### config.mk
export PLATFORM = sky130hd
export DESIGN_NAME = dpll_mode_state_control
export DESIGN_NICKNAME = d
export VERILOG_FILES = /design/src/design/dpll_mode_pkg.sv /design/src/design/ref_edge_if.sv /design/src/design/ref_edge_qualifier.sv /design/src/design/dpll_mode_state_control.sv
export SDC_FILE = /design/constraint.sdc
export NUM_CORES = 1
export LEC_CHECK = 0
export BUFFER_PORTS_ARGS = -buffer_cell sky130_fd_sc_hd__clkbuf_2
export CORE_ASPECT_RATIO = 1.5
export CORE_MARGIN = 4
export CORE_UTILIZATION = 50
export CTS_BUF_LIST = sky130_fd_sc_hd__clkbuf_16
export DETAILED_ROUTE_END_ITERATION = 8
export HOLD_SLACK_MARGIN = 0.12
export PLACE_DENSITY = 0.79
export SLEW_MARGIN = 10
export SYNTH_ARGS = -nofsm -noshare
export SYNTH_HDL_FRONTEND = slang
export SYNTH_SLANG_ARGS = --single-unit
### constraint.sdc
create_clock -name clk_sys -period 4.7 [get_ports clk_sys]
set_clock_uncertainty 0.05 [all_clocks]
set_input_delay 0.235 -clock clk_sys [delete_from_list [all_inputs] [get_ports clk_sys]]
set_output_delay 0.235 -clock clk_sys [all_outputs]
set_load 0.01 [all_outputs]
### src/design/dpll_mode_pkg.sv
// package: constants, types and decoders for the dpll mode controller
package dpll_mode_pkg;
    localparam int ADDR_W = 8;
    localparam logic [7:0] OFS_CTRL = 8'h00;
    localparam logic [7:0] OFS_CMD = 8'h04;
    localparam logic [7:0] OFS_STATUS = 8'h08;
    localparam logic [7:0] OFS_HOLD_WORD = 8'h0C;
    localparam int CTRL_OP_STATE_PICK_LSB = 0;
    localparam int CTRL_OP_STATE_PICK_MSB = 1;
    localparam int CTRL_REF_PICK = 2;
    localparam int CTRL_PHASE_STEP_HIDE_ENABLE = 3;
    localparam int CTRL_QUICK_ACQUIRE_REQUEST = 4;
    localparam int CTRL_REF_A_RATE_PICK_LSB = 5;
    localparam int CTRL_REF_A_RATE_PICK_MSB = 6;
    localparam int CTRL_REF_B_RATE_PICK_LSB = 7;
    localparam int CTRL_REF_B_RATE_PICK_MSB = 8;
    localparam logic [31:0] CTRL_RESET = 32'h0000_0002;
    localparam logic [31:0] CTRL_MASK = 32'h0000_01FF;
    localparam int CMD_SOFT_RESET = 0;
    localparam int STAT_STATE_LSB = 0;
    localparam int STAT_STATE_MSB = 2;
    localparam int STAT_NORMAL = 3;
    localparam int STAT_HOLDOVER = 4;
    localparam int STAT_FREERUN = 5;
    localparam int STAT_TIE = 6;
    localparam int STAT_REF_OK = 7;
    localparam int STAT_REF_ACT = 8;
    localparam int STAT_LOCK_LATE = 9;
    localparam logic [1:0] RESP_OKAY = 2'h0;
    localparam logic [1:0] RESP_SLVERR = 2'h2;

    typedef enum logic [2:0] {
        ST_FREERUN = 3'b000,
        ST_NORMAL = 3'b001,
        ST_AUTO_HOLD = 3'b010,
        ST_HOLDOVER = 3'b011,
        ST_SHORT_HOLD = 3'b100
    } op_state_e;

    localparam logic [1:0] MODE_NORMAL = 2'h0;
    localparam logic [1:0] MODE_HOLDOVER = 2'h1;
    localparam logic [1:0] MODE_FREERUN = 2'h2;
    localparam logic [1:0] MODE_RESERVED = 2'h3;
    localparam logic [1:0] RATE_19M44 = 2'h0;
    localparam logic [1:0] RATE_8K = 2'h1;
    localparam logic [1:0] RATE_1M544 = 2'h2;
    localparam logic [1:0] RATE_2M048 = 2'h3;

    localparam int CLK_PERIOD_PS = 10000;
    localparam int FRAME_PERIOD_NS = 125000;
    localparam int SAVE_PERIOD_MS = 30;
    localparam int SAVE_FRAMES = SAVE_PERIOD_MS * 1000000 / FRAME_PERIOD_NS;
    localparam int QUICK_LOCK_MS = 500;
    localparam int QUICK_LOCK_FRAMES = QUICK_LOCK_MS * 1000000 / FRAME_PERIOD_NS;
    localparam int LOCK_WAIT_S = 30;
    localparam int LOCK_WAIT_FRAMES = LOCK_WAIT_S * (1000000000 / FRAME_PERIOD_NS);
    localparam int REF_PS_19M44 = 51440;
    localparam int REF_PS_8K = 125000000;
    localparam int REF_PS_1M544 = 647668;
    localparam int REF_PS_2M048 = 488281;
    localparam int CAPTURE_DIV = 4;

    // nominal reference period in system clock cycles
    function automatic logic [15:0] nom_cycles(input logic [1:0] rate);
        case (rate)
            RATE_19M44: return 16'(REF_PS_19M44 / CLK_PERIOD_PS);
            RATE_8K: return 16'(REF_PS_8K / CLK_PERIOD_PS);
            RATE_1M544: return 16'(REF_PS_1M544 / CLK_PERIOD_PS);
            default: return 16'(REF_PS_2M048 / CLK_PERIOD_PS);
        endcase
    endfunction : nom_cycles
endpackage : dpll_mode_pkg

### src/design/ref_edge_if.sv
// interface: reference rates and pick in, qualified routed edge out
`timescale 1ns/1ps
interface ref_edge_if;
    logic [1:0] rate_a;
    logic [1:0] rate_b;
    logic pick;
    logic edge_sel;
    logic level_sel;
    modport qual (input rate_a, input rate_b, input pick, output edge_sel, output level_sel);
    modport ctl (output rate_a, output rate_b, output pick, input edge_sel, input level_sel);
endinterface : ref_edge_if

### src/design/ref_edge_qualifier.sv
// reference synchroniser, active-edge qualifier and routing mux
`timescale 1ns/1ps
module ref_edge_qualifier (
    input wire logic clk_sys,
    input wire logic rst_n,
    input wire logic ref_input_a,
    input wire logic ref_input_b,
    ref_edge_if.qual bus
);
    import dpll_mode_pkg::*;

    typedef struct packed {
        logic [1:0] s1;
        logic [1:0] s2;
        logic [1:0] s3;
        logic edge_sel;
        logic level_sel;
    } qual_s;

    qual_s st_ff;
    qual_s nxt_st;
    logic [1:0] ev;
    logic [1:0] rate_of [2];

    // rising edge for the fastest rate, falling edge for the others
    function automatic logic edge_pick(input logic [1:0] rate, input logic now, input logic was);
        return (rate == RATE_19M44) ? (now & ~was) : (~now & was);
    endfunction : edge_pick

    assign rate_of[0] = bus.rate_a;
    assign rate_of[1] = bus.rate_b;

    for (genvar i = 0; i < 2; i++) begin : g_edge
        assign ev[i] = edge_pick(rate_of[i], st_ff.s2[i], st_ff.s3[i]);
    end

    always_comb begin
        nxt_st = st_ff;
        nxt_st.s1 = {ref_input_b, ref_input_a};
        nxt_st.s2 = st_ff.s1;
        nxt_st.s3 = st_ff.s2;
        nxt_st.edge_sel = bus.pick ? ev[1] : ev[0];
        nxt_st.level_sel = bus.pick ? st_ff.s2[1] : st_ff.s2[0];
    end

    always_ff @(posedge clk_sys or negedge rst_n) begin
        if (!rst_n) begin
            st_ff <= '0;
        end else begin
            st_ff <= nxt_st;
        end
    end

    assign bus.edge_sel = st_ff.edge_sel;
    assign bus.level_sel = st_ff.level_sel;
endmodule : ref_edge_qualifier

### src/design/dpll_mode_state_control.sv
// operating-mode state controller with axi4-lite registers
// Contract
// - state changes happen only on a frame pulse rising edge; a soft reset also forces freerun at once, off the frame edge
// - mode pair 00 normal, 01 holdover, 10 freerun, 11 reserved
// - normal with invalid reference goes to auto-holdover by itself
// - auto-holdover returns to normal when reference valid, no select change
// - select change in auto-holdover goes to short holdover, correction off
// - select change in normal goes to short holdover, correction off
// - short holdover with steady select switches reference, returns normal
// - every change disables correction except entering normal from holds
// - normal, holdover, freerun status high in own mode only
// - lock within 30 s after reset in normal
// - quick acquire request selects fast lock, under 500 ms
// - locked normal saves frequency word every 30 ms in two slots
// - holdover entry uses the older saved word, 30 to 60 ms old; hold_word loads only on leaving normal, other entries keep it
// - holdover frequency stays within 0.025 ppm of saved word
// - freerun uses master oscillator only, references ignored
// - per-reference rate pair 00 19.44M, 01 8k, 10 1.544M, 11 2.048M
// - rate changes take effect only after a reset
// - falling edge for slow rates, rising edge for 19.44 MHz
// - reference pick 0 chooses input a, 1 chooses input b
// - chosen reference goes to correction, monitor and invalid detector
// - freerun and holdover keep phase compare and limiter inactive
// - reference invalid when outside capture range or lost
//
// Decided for this implementation: register access over AXI4-Lite and the register offsets.
`timescale 1ns/1ps
module dpll_mode_state_control #(
    parameter int LOCK_WAIT_LIMIT = dpll_mode_pkg::LOCK_WAIT_FRAMES
) (
    input wire logic clk_sys,
    input wire logic rst_n,
    input wire logic [dpll_mode_pkg::ADDR_W-1:0] awaddr,
    input wire logic awvalid,
    output logic awready,
    input wire logic [31:0] wdata,
    input wire logic [3:0] wstrb,
    input wire logic wvalid,
    output logic wready,
    output logic [1:0] bresp,
    output logic bvalid,
    input wire logic bready,
    input wire logic [dpll_mode_pkg::ADDR_W-1:0] araddr,
    input wire logic arvalid,
    output logic arready,
    output logic [31:0] rdata,
    output logic [1:0] rresp,
    output logic rvalid,
    input wire logic rready,
    input wire logic frame_pulse_8k_out,
    input wire logic ref_input_a,
    input wire logic ref_input_b,
    input wire logic dpll_locked,
    input wire logic [31:0] dco_freq_word,
    output logic normal_status,
    output logic holdover_status,
    output logic freerun_status,
    output logic phase_step_hide_active,
    output logic phase_compare_enable,
    output logic limiter_bypass,
    output logic ref_routed,
    output logic ref_routed_edge,
    output logic [31:0] hold_word
);
    import dpll_mode_pkg::*;

    typedef struct packed {
        op_state_e state;
        logic [2:0] stat;
        logic cmp_en;
        logic fast;
        logic [31:0] ctrl;
        logic [1:0] rate_a;
        logic [1:0] rate_b;
        logic fp_s1;
        logic fp_s2;
        logic fp_s3;
        logic sel_seen;
        logic ref_act;
        logic tie_on;
        logic [15:0] per_cnt;
        logic ref_ok;
        logic [7:0] save_cnt;
        logic slot_wr;
        logic [31:0] slot0;
        logic [31:0] slot1;
        logic [31:0] hold_word;
        logic [17:0] lock_cnt;
        logic lock_late;
        logic aw_held;
        logic w_held;
        logic [ADDR_W-1:0] aw_addr;
        logic [31:0] wdata;
        logic [3:0] wstrb;
        logic bvalid;
        logic [1:0] bresp;
        logic rvalid;
        logic [1:0] rresp;
        logic [31:0] rdata;
        logic soft_rst;
    } ctl_s;

    ctl_s st_ff;
    ctl_s nxt_st;
    ref_edge_if bus ();
    op_state_e step_state;
    logic fp_rise;
    logic sel_pick;
    logic sel_change;
    logic [1:0] mode;
    logic [15:0] win_lo;
    logic [15:0] win_hi;
    logic [31:0] older_slot;
    logic [31:0] status_word;

    ref_edge_qualifier u_qual (
        .clk_sys(clk_sys),
        .rst_n(rst_n),
        .ref_input_a(ref_input_a),
        .ref_input_b(ref_input_b),
        .bus(bus)
    );

    // reserved code holds the current state; manual codes win over automatic moves
    function automatic op_state_e next_state(input op_state_e st, input logic [1:0] md,
                                             input logic chg, input logic ok);
        op_state_e ns;
        ns = st;
        case (md)
            MODE_HOLDOVER: ns = ST_HOLDOVER;
            MODE_FREERUN: ns = ST_FREERUN;
            MODE_NORMAL: begin
                case (st)
                    ST_FREERUN, ST_HOLDOVER: ns = ST_NORMAL;
                    ST_NORMAL: ns = chg ? ST_SHORT_HOLD : (!ok ? ST_AUTO_HOLD : st);
                    ST_AUTO_HOLD: ns = chg ? ST_SHORT_HOLD : (ok ? ST_NORMAL : st);
                    ST_SHORT_HOLD: ns = chg ? ST_SHORT_HOLD : ST_NORMAL;
                    default: ns = ST_FREERUN;
                endcase
            end
            default: ns = st;
        endcase
        return ns;
    endfunction : next_state

    function automatic logic [31:0] apply_strb(input logic [31:0] old, input logic [31:0] d,
                                               input logic [3:0] be);
        logic [31:0] r;
        r = old;
        for (int b = 0; b < 4; b++) begin
            if (be[b]) begin
                r[b*8 +: 8] = d[b*8 +: 8];
            end
        end
        return r & CTRL_MASK;
    endfunction : apply_strb

    function automatic logic [2:0] status_of(input op_state_e st);
        return {st == ST_FREERUN, st == ST_HOLDOVER, st == ST_NORMAL};
    endfunction : status_of

    assign fp_rise = st_ff.fp_s2 & ~st_ff.fp_s3;
    assign sel_pick = st_ff.ctrl[CTRL_REF_PICK];
    assign sel_change = sel_pick != st_ff.sel_seen;
    assign mode = st_ff.ctrl[CTRL_OP_STATE_PICK_MSB:CTRL_OP_STATE_PICK_LSB];
    assign step_state = next_state(st_ff.state, mode, sel_change, st_ff.ref_ok);
    assign older_slot = st_ff.slot_wr ? st_ff.slot1 : st_ff.slot0;
    // capture window of nominal period +- a quarter, plus one cycle of sampling slack
    assign win_lo = nom_cycles(bus.pick ? st_ff.rate_b : st_ff.rate_a)
        - (nom_cycles(bus.pick ? st_ff.rate_b : st_ff.rate_a) / 16'(CAPTURE_DIV)) - 16'h1;
    assign win_hi = nom_cycles(bus.pick ? st_ff.rate_b : st_ff.rate_a)
        + (nom_cycles(bus.pick ? st_ff.rate_b : st_ff.rate_a) / 16'(CAPTURE_DIV)) + 16'h1;

    assign bus.rate_a = st_ff.rate_a;
    assign bus.rate_b = st_ff.rate_b;
    assign bus.pick = st_ff.ref_act;

    always_comb begin
        status_word = '0;
        status_word[STAT_STATE_MSB:STAT_STATE_LSB] = st_ff.state;
        status_word[STAT_NORMAL] = st_ff.stat[0];
        status_word[STAT_HOLDOVER] = st_ff.stat[1];
        status_word[STAT_FREERUN] = st_ff.stat[2];
        status_word[STAT_TIE] = st_ff.tie_on;
        status_word[STAT_REF_OK] = st_ff.ref_ok;
        status_word[STAT_REF_ACT] = st_ff.ref_act;
        status_word[STAT_LOCK_LATE] = st_ff.lock_late;
    end

    always_comb begin
        nxt_st = st_ff;
        nxt_st.fp_s1 = frame_pulse_8k_out;
        nxt_st.fp_s2 = st_ff.fp_s1;
        nxt_st.fp_s3 = st_ff.fp_s2;
        nxt_st.soft_rst = 1'b0;
        // write address and data are caught independently, committed together
        if (awvalid && !st_ff.aw_held) begin
            nxt_st.aw_held = 1'b1;
            nxt_st.aw_addr = awaddr;
        end
        if (wvalid && !st_ff.w_held) begin
            nxt_st.w_held = 1'b1;
            nxt_st.wdata = wdata;
            nxt_st.wstrb = wstrb;
        end
        if (st_ff.aw_held && st_ff.w_held && !st_ff.bvalid) begin
            nxt_st.aw_held = 1'b0;
            nxt_st.w_held = 1'b0;
            nxt_st.bvalid = 1'b1;
            nxt_st.bresp = RESP_OKAY;
            case (st_ff.aw_addr)
                OFS_CTRL: nxt_st.ctrl = apply_strb(st_ff.ctrl, st_ff.wdata, st_ff.wstrb);
                OFS_CMD: nxt_st.soft_rst = st_ff.wstrb[0] & st_ff.wdata[CMD_SOFT_RESET];
                OFS_STATUS, OFS_HOLD_WORD: nxt_st.bresp = RESP_OKAY;
                default: nxt_st.bresp = RESP_SLVERR;
            endcase
        end
        if (st_ff.bvalid && bready) begin
            nxt_st.bvalid = 1'b0;
        end
        if (st_ff.rvalid && rready) begin
            nxt_st.rvalid = 1'b0;
        end
        if (arvalid && !st_ff.rvalid) begin
            nxt_st.rvalid = 1'b1;
            nxt_st.rresp = RESP_OKAY;
            case (araddr)
                OFS_CTRL: nxt_st.rdata = st_ff.ctrl;
                OFS_CMD: nxt_st.rdata = '0;
                OFS_STATUS: nxt_st.rdata = status_word;
                OFS_HOLD_WORD: nxt_st.rdata = st_ff.hold_word;
                default: begin
                    nxt_st.rdata = '0;
                    nxt_st.rresp = RESP_SLVERR;
                end
            endcase
        end
        // invalid-reference detector on the routed reference
        if (bus.edge_sel) begin
            nxt_st.per_cnt = '0;
            nxt_st.ref_ok = (st_ff.per_cnt >= win_lo) && (st_ff.per_cnt <= win_hi);
        end else if (st_ff.per_cnt > win_hi) begin
            nxt_st.ref_ok = 1'b0;
        end else begin
            nxt_st.per_cnt = st_ff.per_cnt + 16'h1;
        end
        if (fp_rise) begin
            nxt_st.sel_seen = sel_pick;
            if (step_state != st_ff.state) begin
                nxt_st.state = step_state;
                nxt_st.tie_on = 1'b0;
                if (step_state == ST_NORMAL) begin
                    nxt_st.ref_act = sel_pick;
                    if (st_ff.state != ST_FREERUN) begin
                        nxt_st.tie_on = st_ff.ctrl[CTRL_PHASE_STEP_HIDE_ENABLE];
                    end
                end
                if (st_ff.state == ST_NORMAL &&
                    (step_state == ST_HOLDOVER || step_state == ST_AUTO_HOLD)) begin
                    nxt_st.hold_word = older_slot;
                end
                nxt_st.save_cnt = '0;
                nxt_st.lock_cnt = '0;
                nxt_st.lock_late = 1'b0;
            end else if (st_ff.state == ST_NORMAL) begin
                if (dpll_locked) begin
                    nxt_st.lock_cnt = '0;
                    nxt_st.save_cnt = st_ff.save_cnt + 8'h1;
                    if (st_ff.save_cnt == 8'(SAVE_FRAMES - 1)) begin
                        nxt_st.save_cnt = '0;
                        nxt_st.slot_wr = ~st_ff.slot_wr;
                        if (st_ff.slot_wr) begin
                            nxt_st.slot1 = dco_freq_word;
                        end else begin
                            nxt_st.slot0 = dco_freq_word;
                        end
                    end
                end else if (!st_ff.lock_late) begin
                    nxt_st.lock_cnt = st_ff.lock_cnt + 18'h1;
                    if (st_ff.fast ? (st_ff.lock_cnt >= 18'(QUICK_LOCK_FRAMES - 1))
                                   : (st_ff.lock_cnt >= 18'(LOCK_WAIT_LIMIT - 1))) begin
                        nxt_st.lock_late = 1'b1;
                    end
                end
            end
        end
        // soft reset restarts the controller and is the only way new rates load
        if (st_ff.soft_rst) begin
            nxt_st.state = ST_FREERUN;
            nxt_st.rate_a = st_ff.ctrl[CTRL_REF_A_RATE_PICK_MSB:CTRL_REF_A_RATE_PICK_LSB];
            nxt_st.rate_b = st_ff.ctrl[CTRL_REF_B_RATE_PICK_MSB:CTRL_REF_B_RATE_PICK_LSB];
            nxt_st.tie_on = 1'b0;
            nxt_st.ref_ok = 1'b0;
            nxt_st.per_cnt = '0;
            nxt_st.save_cnt = '0;
            nxt_st.lock_cnt = '0;
            nxt_st.lock_late = 1'b0;
        end
        nxt_st.stat = status_of(nxt_st.state);
        nxt_st.cmp_en = nxt_st.state == ST_NORMAL;
        nxt_st.fast = (nxt_st.state == ST_NORMAL)
            & nxt_st.ctrl[CTRL_QUICK_ACQUIRE_REQUEST];
    end

    always_ff @(posedge clk_sys or negedge rst_n) begin
        if (!rst_n) begin
            st_ff <= '0;
            st_ff.state <= ST_FREERUN;
            st_ff.stat <= 3'h4;
            st_ff.ctrl <= CTRL_RESET;
            st_ff.rate_a <= RATE_19M44;
            st_ff.rate_b <= RATE_19M44;
        end else begin
            st_ff <= nxt_st;
        end
    end

    assign awready = !st_ff.aw_held;
    assign wready = !st_ff.w_held;
    assign bvalid = st_ff.bvalid;
    assign bresp = st_ff.bresp;
    assign arready = !st_ff.rvalid;
    assign rvalid = st_ff.rvalid;
    assign rdata = st_ff.rdata;
    assign rresp = st_ff.rresp;
    assign normal_status = st_ff.stat[0];
    assign holdover_status = st_ff.stat[1];
    assign freerun_status = st_ff.stat[2];
    assign phase_step_hide_active = st_ff.tie_on;
    assign phase_compare_enable = st_ff.cmp_en;
    assign limiter_bypass = st_ff.fast;
    assign ref_routed = bus.level_sel;
    assign ref_routed_edge = bus.edge_sel;
    assign hold_word = st_ff.hold_word;

    property p_state_on_frame;
        @(posedge clk_sys) disable iff (!rst_n)
        (st_ff.state != $past(st_ff.state)) |-> ($past(fp_rise) || $past(st_ff.soft_rst));
    endproperty
    a_state_on_frame: assert property (p_state_on_frame) else $error("state moved off frame edge");

    property p_freerun_code;
        @(posedge clk_sys) disable iff (!rst_n)
        (fp_rise && mode == MODE_FREERUN) |=> (st_ff.state == ST_FREERUN && freerun_status);
    endproperty
    a_freerun_code: assert property (p_freerun_code) else $error("freerun code not obeyed");

    property p_reserved_hold;
        @(posedge clk_sys) disable iff (!rst_n)
        (fp_rise && mode == MODE_RESERVED && !st_ff.soft_rst) |=> $stable(st_ff.state);
    endproperty
    a_reserved_hold: assert property (p_reserved_hold) else $error("reserved code moved state");

    property p_auto_hold;
        @(posedge clk_sys) disable iff (!rst_n)
        (fp_rise && st_ff.state == ST_NORMAL && mode == MODE_NORMAL && !sel_change
         && !st_ff.ref_ok && !st_ff.soft_rst) |=> (st_ff.state == ST_AUTO_HOLD && !st_ff.tie_on);
    endproperty
    a_auto_hold: assert property (p_auto_hold) else $error("no auto holdover on bad ref");

    property p_sel_to_short;
        @(posedge clk_sys) disable iff (!rst_n)
        (fp_rise && mode == MODE_NORMAL && sel_change && !st_ff.soft_rst
         && (st_ff.state == ST_NORMAL || st_ff.state == ST_AUTO_HOLD))
        |=> (st_ff.state == ST_SHORT_HOLD && !phase_step_hide_active);
    endproperty
    a_sel_to_short: assert property (p_sel_to_short) else $error("select change missed");

    property p_short_return;
        @(posedge clk_sys) disable iff (!rst_n)
        (fp_rise && st_ff.state == ST_SHORT_HOLD && mode == MODE_NORMAL && !sel_change
         && !st_ff.soft_rst) |=> (st_ff.state == ST_NORMAL && st_ff.ref_act == $past(sel_pick)
         && st_ff.tie_on == $past(st_ff.ctrl[CTRL_PHASE_STEP_HIDE_ENABLE]));
    endproperty
    a_short_return: assert property (p_short_return) else $error("short holdover exit wrong");

    property p_tie_off;
        @(posedge clk_sys) disable iff (!rst_n)
        (st_ff.state != $past(st_ff.state) && st_ff.state != ST_NORMAL) |-> !st_ff.tie_on;
    endproperty
    a_tie_off: assert property (p_tie_off) else $error("correction left on after change");

    property p_status;
        @(posedge clk_sys) disable iff (!rst_n)
        ##1 (normal_status == (st_ff.state == ST_NORMAL))
            && (holdover_status == (st_ff.state == ST_HOLDOVER))
            && (phase_compare_enable == normal_status);
    endproperty
    a_status: assert property (p_status) else $error("status outputs disagree");

    property p_hold_word;
        @(posedge clk_sys) disable iff (!rst_n)
        (fp_rise && st_ff.state == ST_NORMAL && mode == MODE_HOLDOVER && !st_ff.soft_rst)
        |=> (holdover_status && hold_word == $past(older_slot));
    endproperty
    a_hold_word: assert property (p_hold_word) else $error("holdover word not older slot");
endmodule : dpll_mode_state_control

# After elaboration in Yosys (flattened, before gate mapping)
# Cells that the tools add are included.
# Widths: inputs -> output; s select.
[classes] addsub=7 shifts=0 n_bitwise=14 eq_ne=25 div=0 n_reduce_logical=46 n_mux=58 magnitude_cmp=5 n_mul=0
[ops] cell="$mux 73" count=3
[ops] cell="$mux 32" count=5
[ops] cell="$mux 124" count=1
[ops] cell="$pmux 32 s3" count=1
[ops] cell="$mux 19" count=4
[ops] cell="$mux 65" count=1
[ops] cell="$pmux 14 s3" count=1
[ops] cell="$mux 35" count=1
[ops] cell="$add 16x1->16 const B" count=2
[ops] cell="$eq 8x4->1 const B" count=4
[ops] cell="$mux 3" count=9
[ops] cell="$mux 26" count=1
[ops] cell="$reduce_and 3->1" count=7
[ops] cell="$add 18x1->18 const B" count=1
[ops] cell="$ge 18x12->1 const B" count=1
[ops] cell="$ge 18x18->1 const B" count=1
[ops] cell="$mux 1" count=18
[ops] cell="$mux 18" count=1
[ops] cell="$mux 17" count=1
[ops] cell="$add 16x14->16" count=1
[ops] cell="$eq 8x3->1 const B" count=2
[ops] cell="$ge 16x16->1" count=1
[ops] cell="$gt 16x16->1" count=1
[ops] cell="$le 16x16->1" count=1
[ops] cell="other kinds (35)" count=86
[totals] latchBits=0 elab_cells=195 rom_bits=0 ramBits=0 out_inout_bits=81 reg_bits=236 memories=0

# Longest topological paths before layout
[logic_depth] ltp_word=11 mapped_depth=14 mapped_depth_nobuf=12

# By module
# From an unflattened synthesis, not the netlist that was laid out.
[unflattened] cells_unflattened=1001 hier_area_um2=11491.0
[modules_own_cells] module="dpll_mode_state_control" instances=1 seq_area_each_um2=5632.9 area_each_um2=11223.3 cells_per_inst=985
[modules_own_cells] module="ref_edge_qualifier" instances=1 seq_area_each_um2=200.2 area_each_um2=267.8 cells_per_inst=16

# Worst setup path before layout
# No wires, ideal clock.
[synth_path] kind="register -> register" startpoint="register st_ff, in the netlist bus.pick" endpoint="register st_ff[221] in the netlist's numbering" slack_ns=1.168 n_path_buf=2 path_stages_with_launch=13 setup_ns=0.079 arrival_ns=3.402 synth_period_minus_slack_ns=3.532 cell_sequence="dfrtp_1 clkbuf_1 mux2i_1 ha_1 inv_1 ha_1 a2111o_1 a31oi_1 nor4b_2 nor2_1 clkbuf_1 nor4_1 mux2i_1"
[synth_between] elab_chain_cells=7 word_cells_on_any_way=9 classes_between="2 x add/sub; 1 x order compare; 3 x eq/ne; 2 x mux; 1 x reduce/logical"
[synth_rtl] element="from (decl)" line="dpll_mode_state_control.sv:103" source="ctl_s st_ff;"
[synth_rtl] element="from (signal assigned)" line="dpll_mode_state_control.sv:314" source="st_ff <= nxt_st;"
[synth_rtl] element="$mux 2 *" line="dpll_mode_state_control.sv:171, dpll_mode_state_control.sv:172"
[synth_rtl] element="$eq 2x2->1, or another cell as far along" line="dpll_mode_pkg.sv:65" source="case (rate)"
[synth_rtl] element="$pmux 14 s3 *" line="dpll_mode_pkg.sv:65"
[synth_rtl] element="$add 16x14->16 *" line="dpll_mode_state_control.sv:172" source="+ (nom_cycles(bus.pick ? st_ff.rate_b : st_ff.rate_a) / 16'(CAPTURE_DIV)) + 16'h1;"
[synth_rtl] element="$add 16x1->16 *" line="dpll_mode_state_control.sv:172"
[synth_rtl] element="$gt 16x16->1 *" line="dpll_mode_state_control.sv:242" source="end else if (st_ff.per_cnt > win_hi) begin"
[synth_rtl] element="$ne 3x2->1 (no line) *"
# Every way passes the cells marked *; elsewhere a longest branch is shown, timed or not.
# A chain may end at the register's enable or synchronous reset.

# Final worst setup path
[layout_path] startpoint="register st_ff, in the netlist bus.pick" endpoint="register st_ff[215] in the netlist's numbering"
# The elaborated chain is that of the path after synthesis.

==> impl_metrics.yaml <==
yosys:
  ys_types: 62
  ys_ff_latch: 233
  ys_seq_area_frac: 0.5173
  ys_warn_count: 0
  netlist_instances: 1018
  yosys.area.top_type_share: 0.5126
  synth-async-reset-ratio: 1.000
  synth-edff-count: 0
  synth.avg_cell_area_sq_um: 11.08
  synthFlopType: "dfrtp_1"
  yosys.area.top_type: "dfrtp_1"
  syn_area_sq_um: 11280
  synth_area_leaders: "dfrtp_1 (51%), mux2_2 (11%), buf_4 (4.8%)"
setup_path:
  cp_max_fo: 15
  required_ns: 5.07
  ff2ff_path_depth: 10
  endpoint: "st_ff[215]"
  startpoint_type: "flop"
  crit_type: "reg -> reg"
  cp_num_cells: 10
  r2r-end: "st_ff[215]"
  worst_path_most_repeated_cell: "ha_1"
  crit_chain: "mux2i_1, ha_1, inv_1, ha_1, a2111o_1, a31oi_1, nor4b_2, nor2_1, or4_1, a21oi_1"
  cp-startpoint: "bus.pick"
  rr_startpoint: "bus.pick"
  critPathTopFamily: "simple AND/OR/NAND/NOR gates"
  r2r_slack_ns: 0.61
  end_kind: "flop"
  arrival_ns: 4.47
  cp.buffers_inverters: 1
  cp_slowest_cell: "mux2i_1"
  cpPeakStageDelay_ns: 0.61
timing:
  fin_crit_ns: 4.095
  worst_pin_slew_ns: 1.080
  rsz0062_at_grt: "no"
  slew_viol_final: 0
  fin_crit_sh: 0.8712
  hold_viol_final: 0
  slew-limit-headroom: 0.2803
  setup_viol: 0
  tns_ns: 0
  fmax_mhz: 244.2
cells_and_area:
  final_cell_count_no_fill: 1445
  layout-drive-gt1-share: 0.2620
  mostFrequentLayoutCells: "dfrtp_1 (230), clkbuf_2 (147), mux2_2 (106)"
  nets: 1278
  final_util: 0.5862
  layout_commonest_cell: "dfrtp_1"
  area_delta_synth_final_pct: 15.93
  multi_input_area_sq_um: 4648
  fill_cells: 1799
  regArea_sq_um: 5834
clock_network:
  cts_root_buffer: "clkbuf_16"
  post_cts_buffers: 0
  numCtsBuffers: 22
  clk_latency_ns: 0.51
  clock_path_buffers: 3
  cts_resized: 0
  holdBufCountCts: 62
  cts.clk_slew.worst_paths_ns: 0.07
  cts_tree: "done"
  htreeDepth: 1
  cts.sinks: 233
global_route:
  grt_pass1_vias: 8746
  grt_pass1_wl_um: 43700
  antenna_found_initial: 0
  grt_overflow: 0
  grt_max_degree: 140
  grt_usage: 0.2156
outcome:
  status: "finished, final reports clean"
drt:
  drc: 0
  routedWlPerCell_um: 18.22
  drt_iter0_markers: 646
  vias: 8251
  via_per_inst: 5.710
  wirelength_um: 26330
  postRouteAntennaNets: 0
  drtPass1Iterations: 8
power_and_ir_drop:
  power_density_nw_per_um2: 433.2
  p_leak_uw: 0.006170
  vdd_drop_max_uv: 354.0
floorplan:
  boundaryPins: 176
  dieArea_sq_um: 25070
  chipHeight_um: 191.9
  die_w_um: 130.6
  coreArea_sq_um: 22300
  initial_core_util: 0.5057
  num_rows: 67
place:
  io_buffers: 148
  place_congestion: 0.8718
  detailed_place_hpwl_um: 17370
  place_inst: 1342
worst_hold_path:
  hp-class: "in -> reg"
job:
  cap_violations: 0
worst min path at each step:
stage | to | from | slack [ns] | cells past startpoint
after floorplan | bresp[1] | rst_n | -0.11 | 0
after global placement | u_qual.nxt_st[3] | u_qual.nxt_st[5] | 0.29 | 0
after detailed placement | u_qual.nxt_st[2] | u_qual.nxt_st[4] | 0.29 | 0
after CTS | rresp[1] | arvalid | 0.14 | 3
after global routing | rresp[1] | arvalid | 0.18 | 3
final | rresp[1] | arvalid | 0.17 | 3
state kept, by name, summed over array words and instances (netlist names), 2 cells and up:
name / flops
st_ff: 142
hold_word: 32
rdata: 32
u_qual.nxt_st: 4
bus.rate_a: 2
bus.rate_b: 2
mode: 2
nxt_st: 2
u_qual.st_ff: 2
power breakdown:
part	leakage, uW	internal [uW]	switching, uW
registers	0.00310	2310	309
clock network	0.000362	995	748
logic	0.00271	560	744
total	0.00617	3860	1800
final cells by class:
type | instances | area share
sequential | 233 | 0.4463
multi-input combinational | 650 | 0.3556
timing repair buffer | 220 | 0.1106
clock buffer | 23 | 0.04403
tap | 276 | 0.02642
clock inverter | 17 | 0.009667
inverter | 25 | 0.007178
antenna | 1 | 0.0001914
kinds of logic (layout without fill, tap and decap cells):
| group | count (synthesis) | in the layout | share of synthesized area |
|---|---|---|---|
| buffers and inverters | 136 | 285 | 0.07135 |
| AND/OR/NAND/NOR | 266 | 266 | 0.1203 |
| other | 2 | 4 | 0.0006660 |
| flip-flops | 233 | 233 | 0.5173 |
| multiplexers | 146 | 146 | 0.1415 |
| XOR/XNOR | 9 | 9 | 0.006990 |
| adder cells (fa/ha/maj) | 31 | 31 | 0.03440 |
| AO/OA/AOI/OAI | 195 | 195 | 0.1075 |
routing by layer:
layer / vias to the layer above / track usage / wire length (um)
met1: 4109 / 0.2562 / 9979
li1: 3839 / - / -
met2: 241 / 0.3889 / 14250
met3: 62 / 0.03673 / 1366
met5: - / 0 / 0
met4: 0 / 0.07443 / 737
per-stage QoR:
stage	setup WS, ns	total power [uW]	hold slack, ns	cell area (sq um)
floorplan	1.168	3571	-0.1106	11280
finish	0.6053	5664	0.1737	13070
CTS	0.6019	5679	0.1378	13070
detailed placement	0.7271	3880	0.2879	11750
global route	0.2414	5968	0.1800	13070
global placement	0.8464	3836	0.2930	11750
synth_stat cells (7+ instances only):
cell,n
ha_1,31
nand4_1,12
nor2_1,74
a22o_1,23
nor2b_1,8
mux2i_1,39
a22oi_1,9
nor3_1,22
buf_4,72
nand2b_1,10
inv_1,25
nand2_1,62
mux2_2,106
o21ai_0,58
a21oi_1,63
clkbuf_1,32
or4_1,10
nor4_1,8
dfrtp_1,231
nand3_1,22
and3_1,7
worst min-delay path: cells and delay by family:
| kind | cells | cell delay [ns] |
|---|---|---|
| AO/OA/AOI/OAI | 1 | 0.18 |
| buffers and inverters | 1 | 0.09 |
| AND/OR/NAND/NOR | 1 | 0.18 |
(Power assumes the default switching activity.)
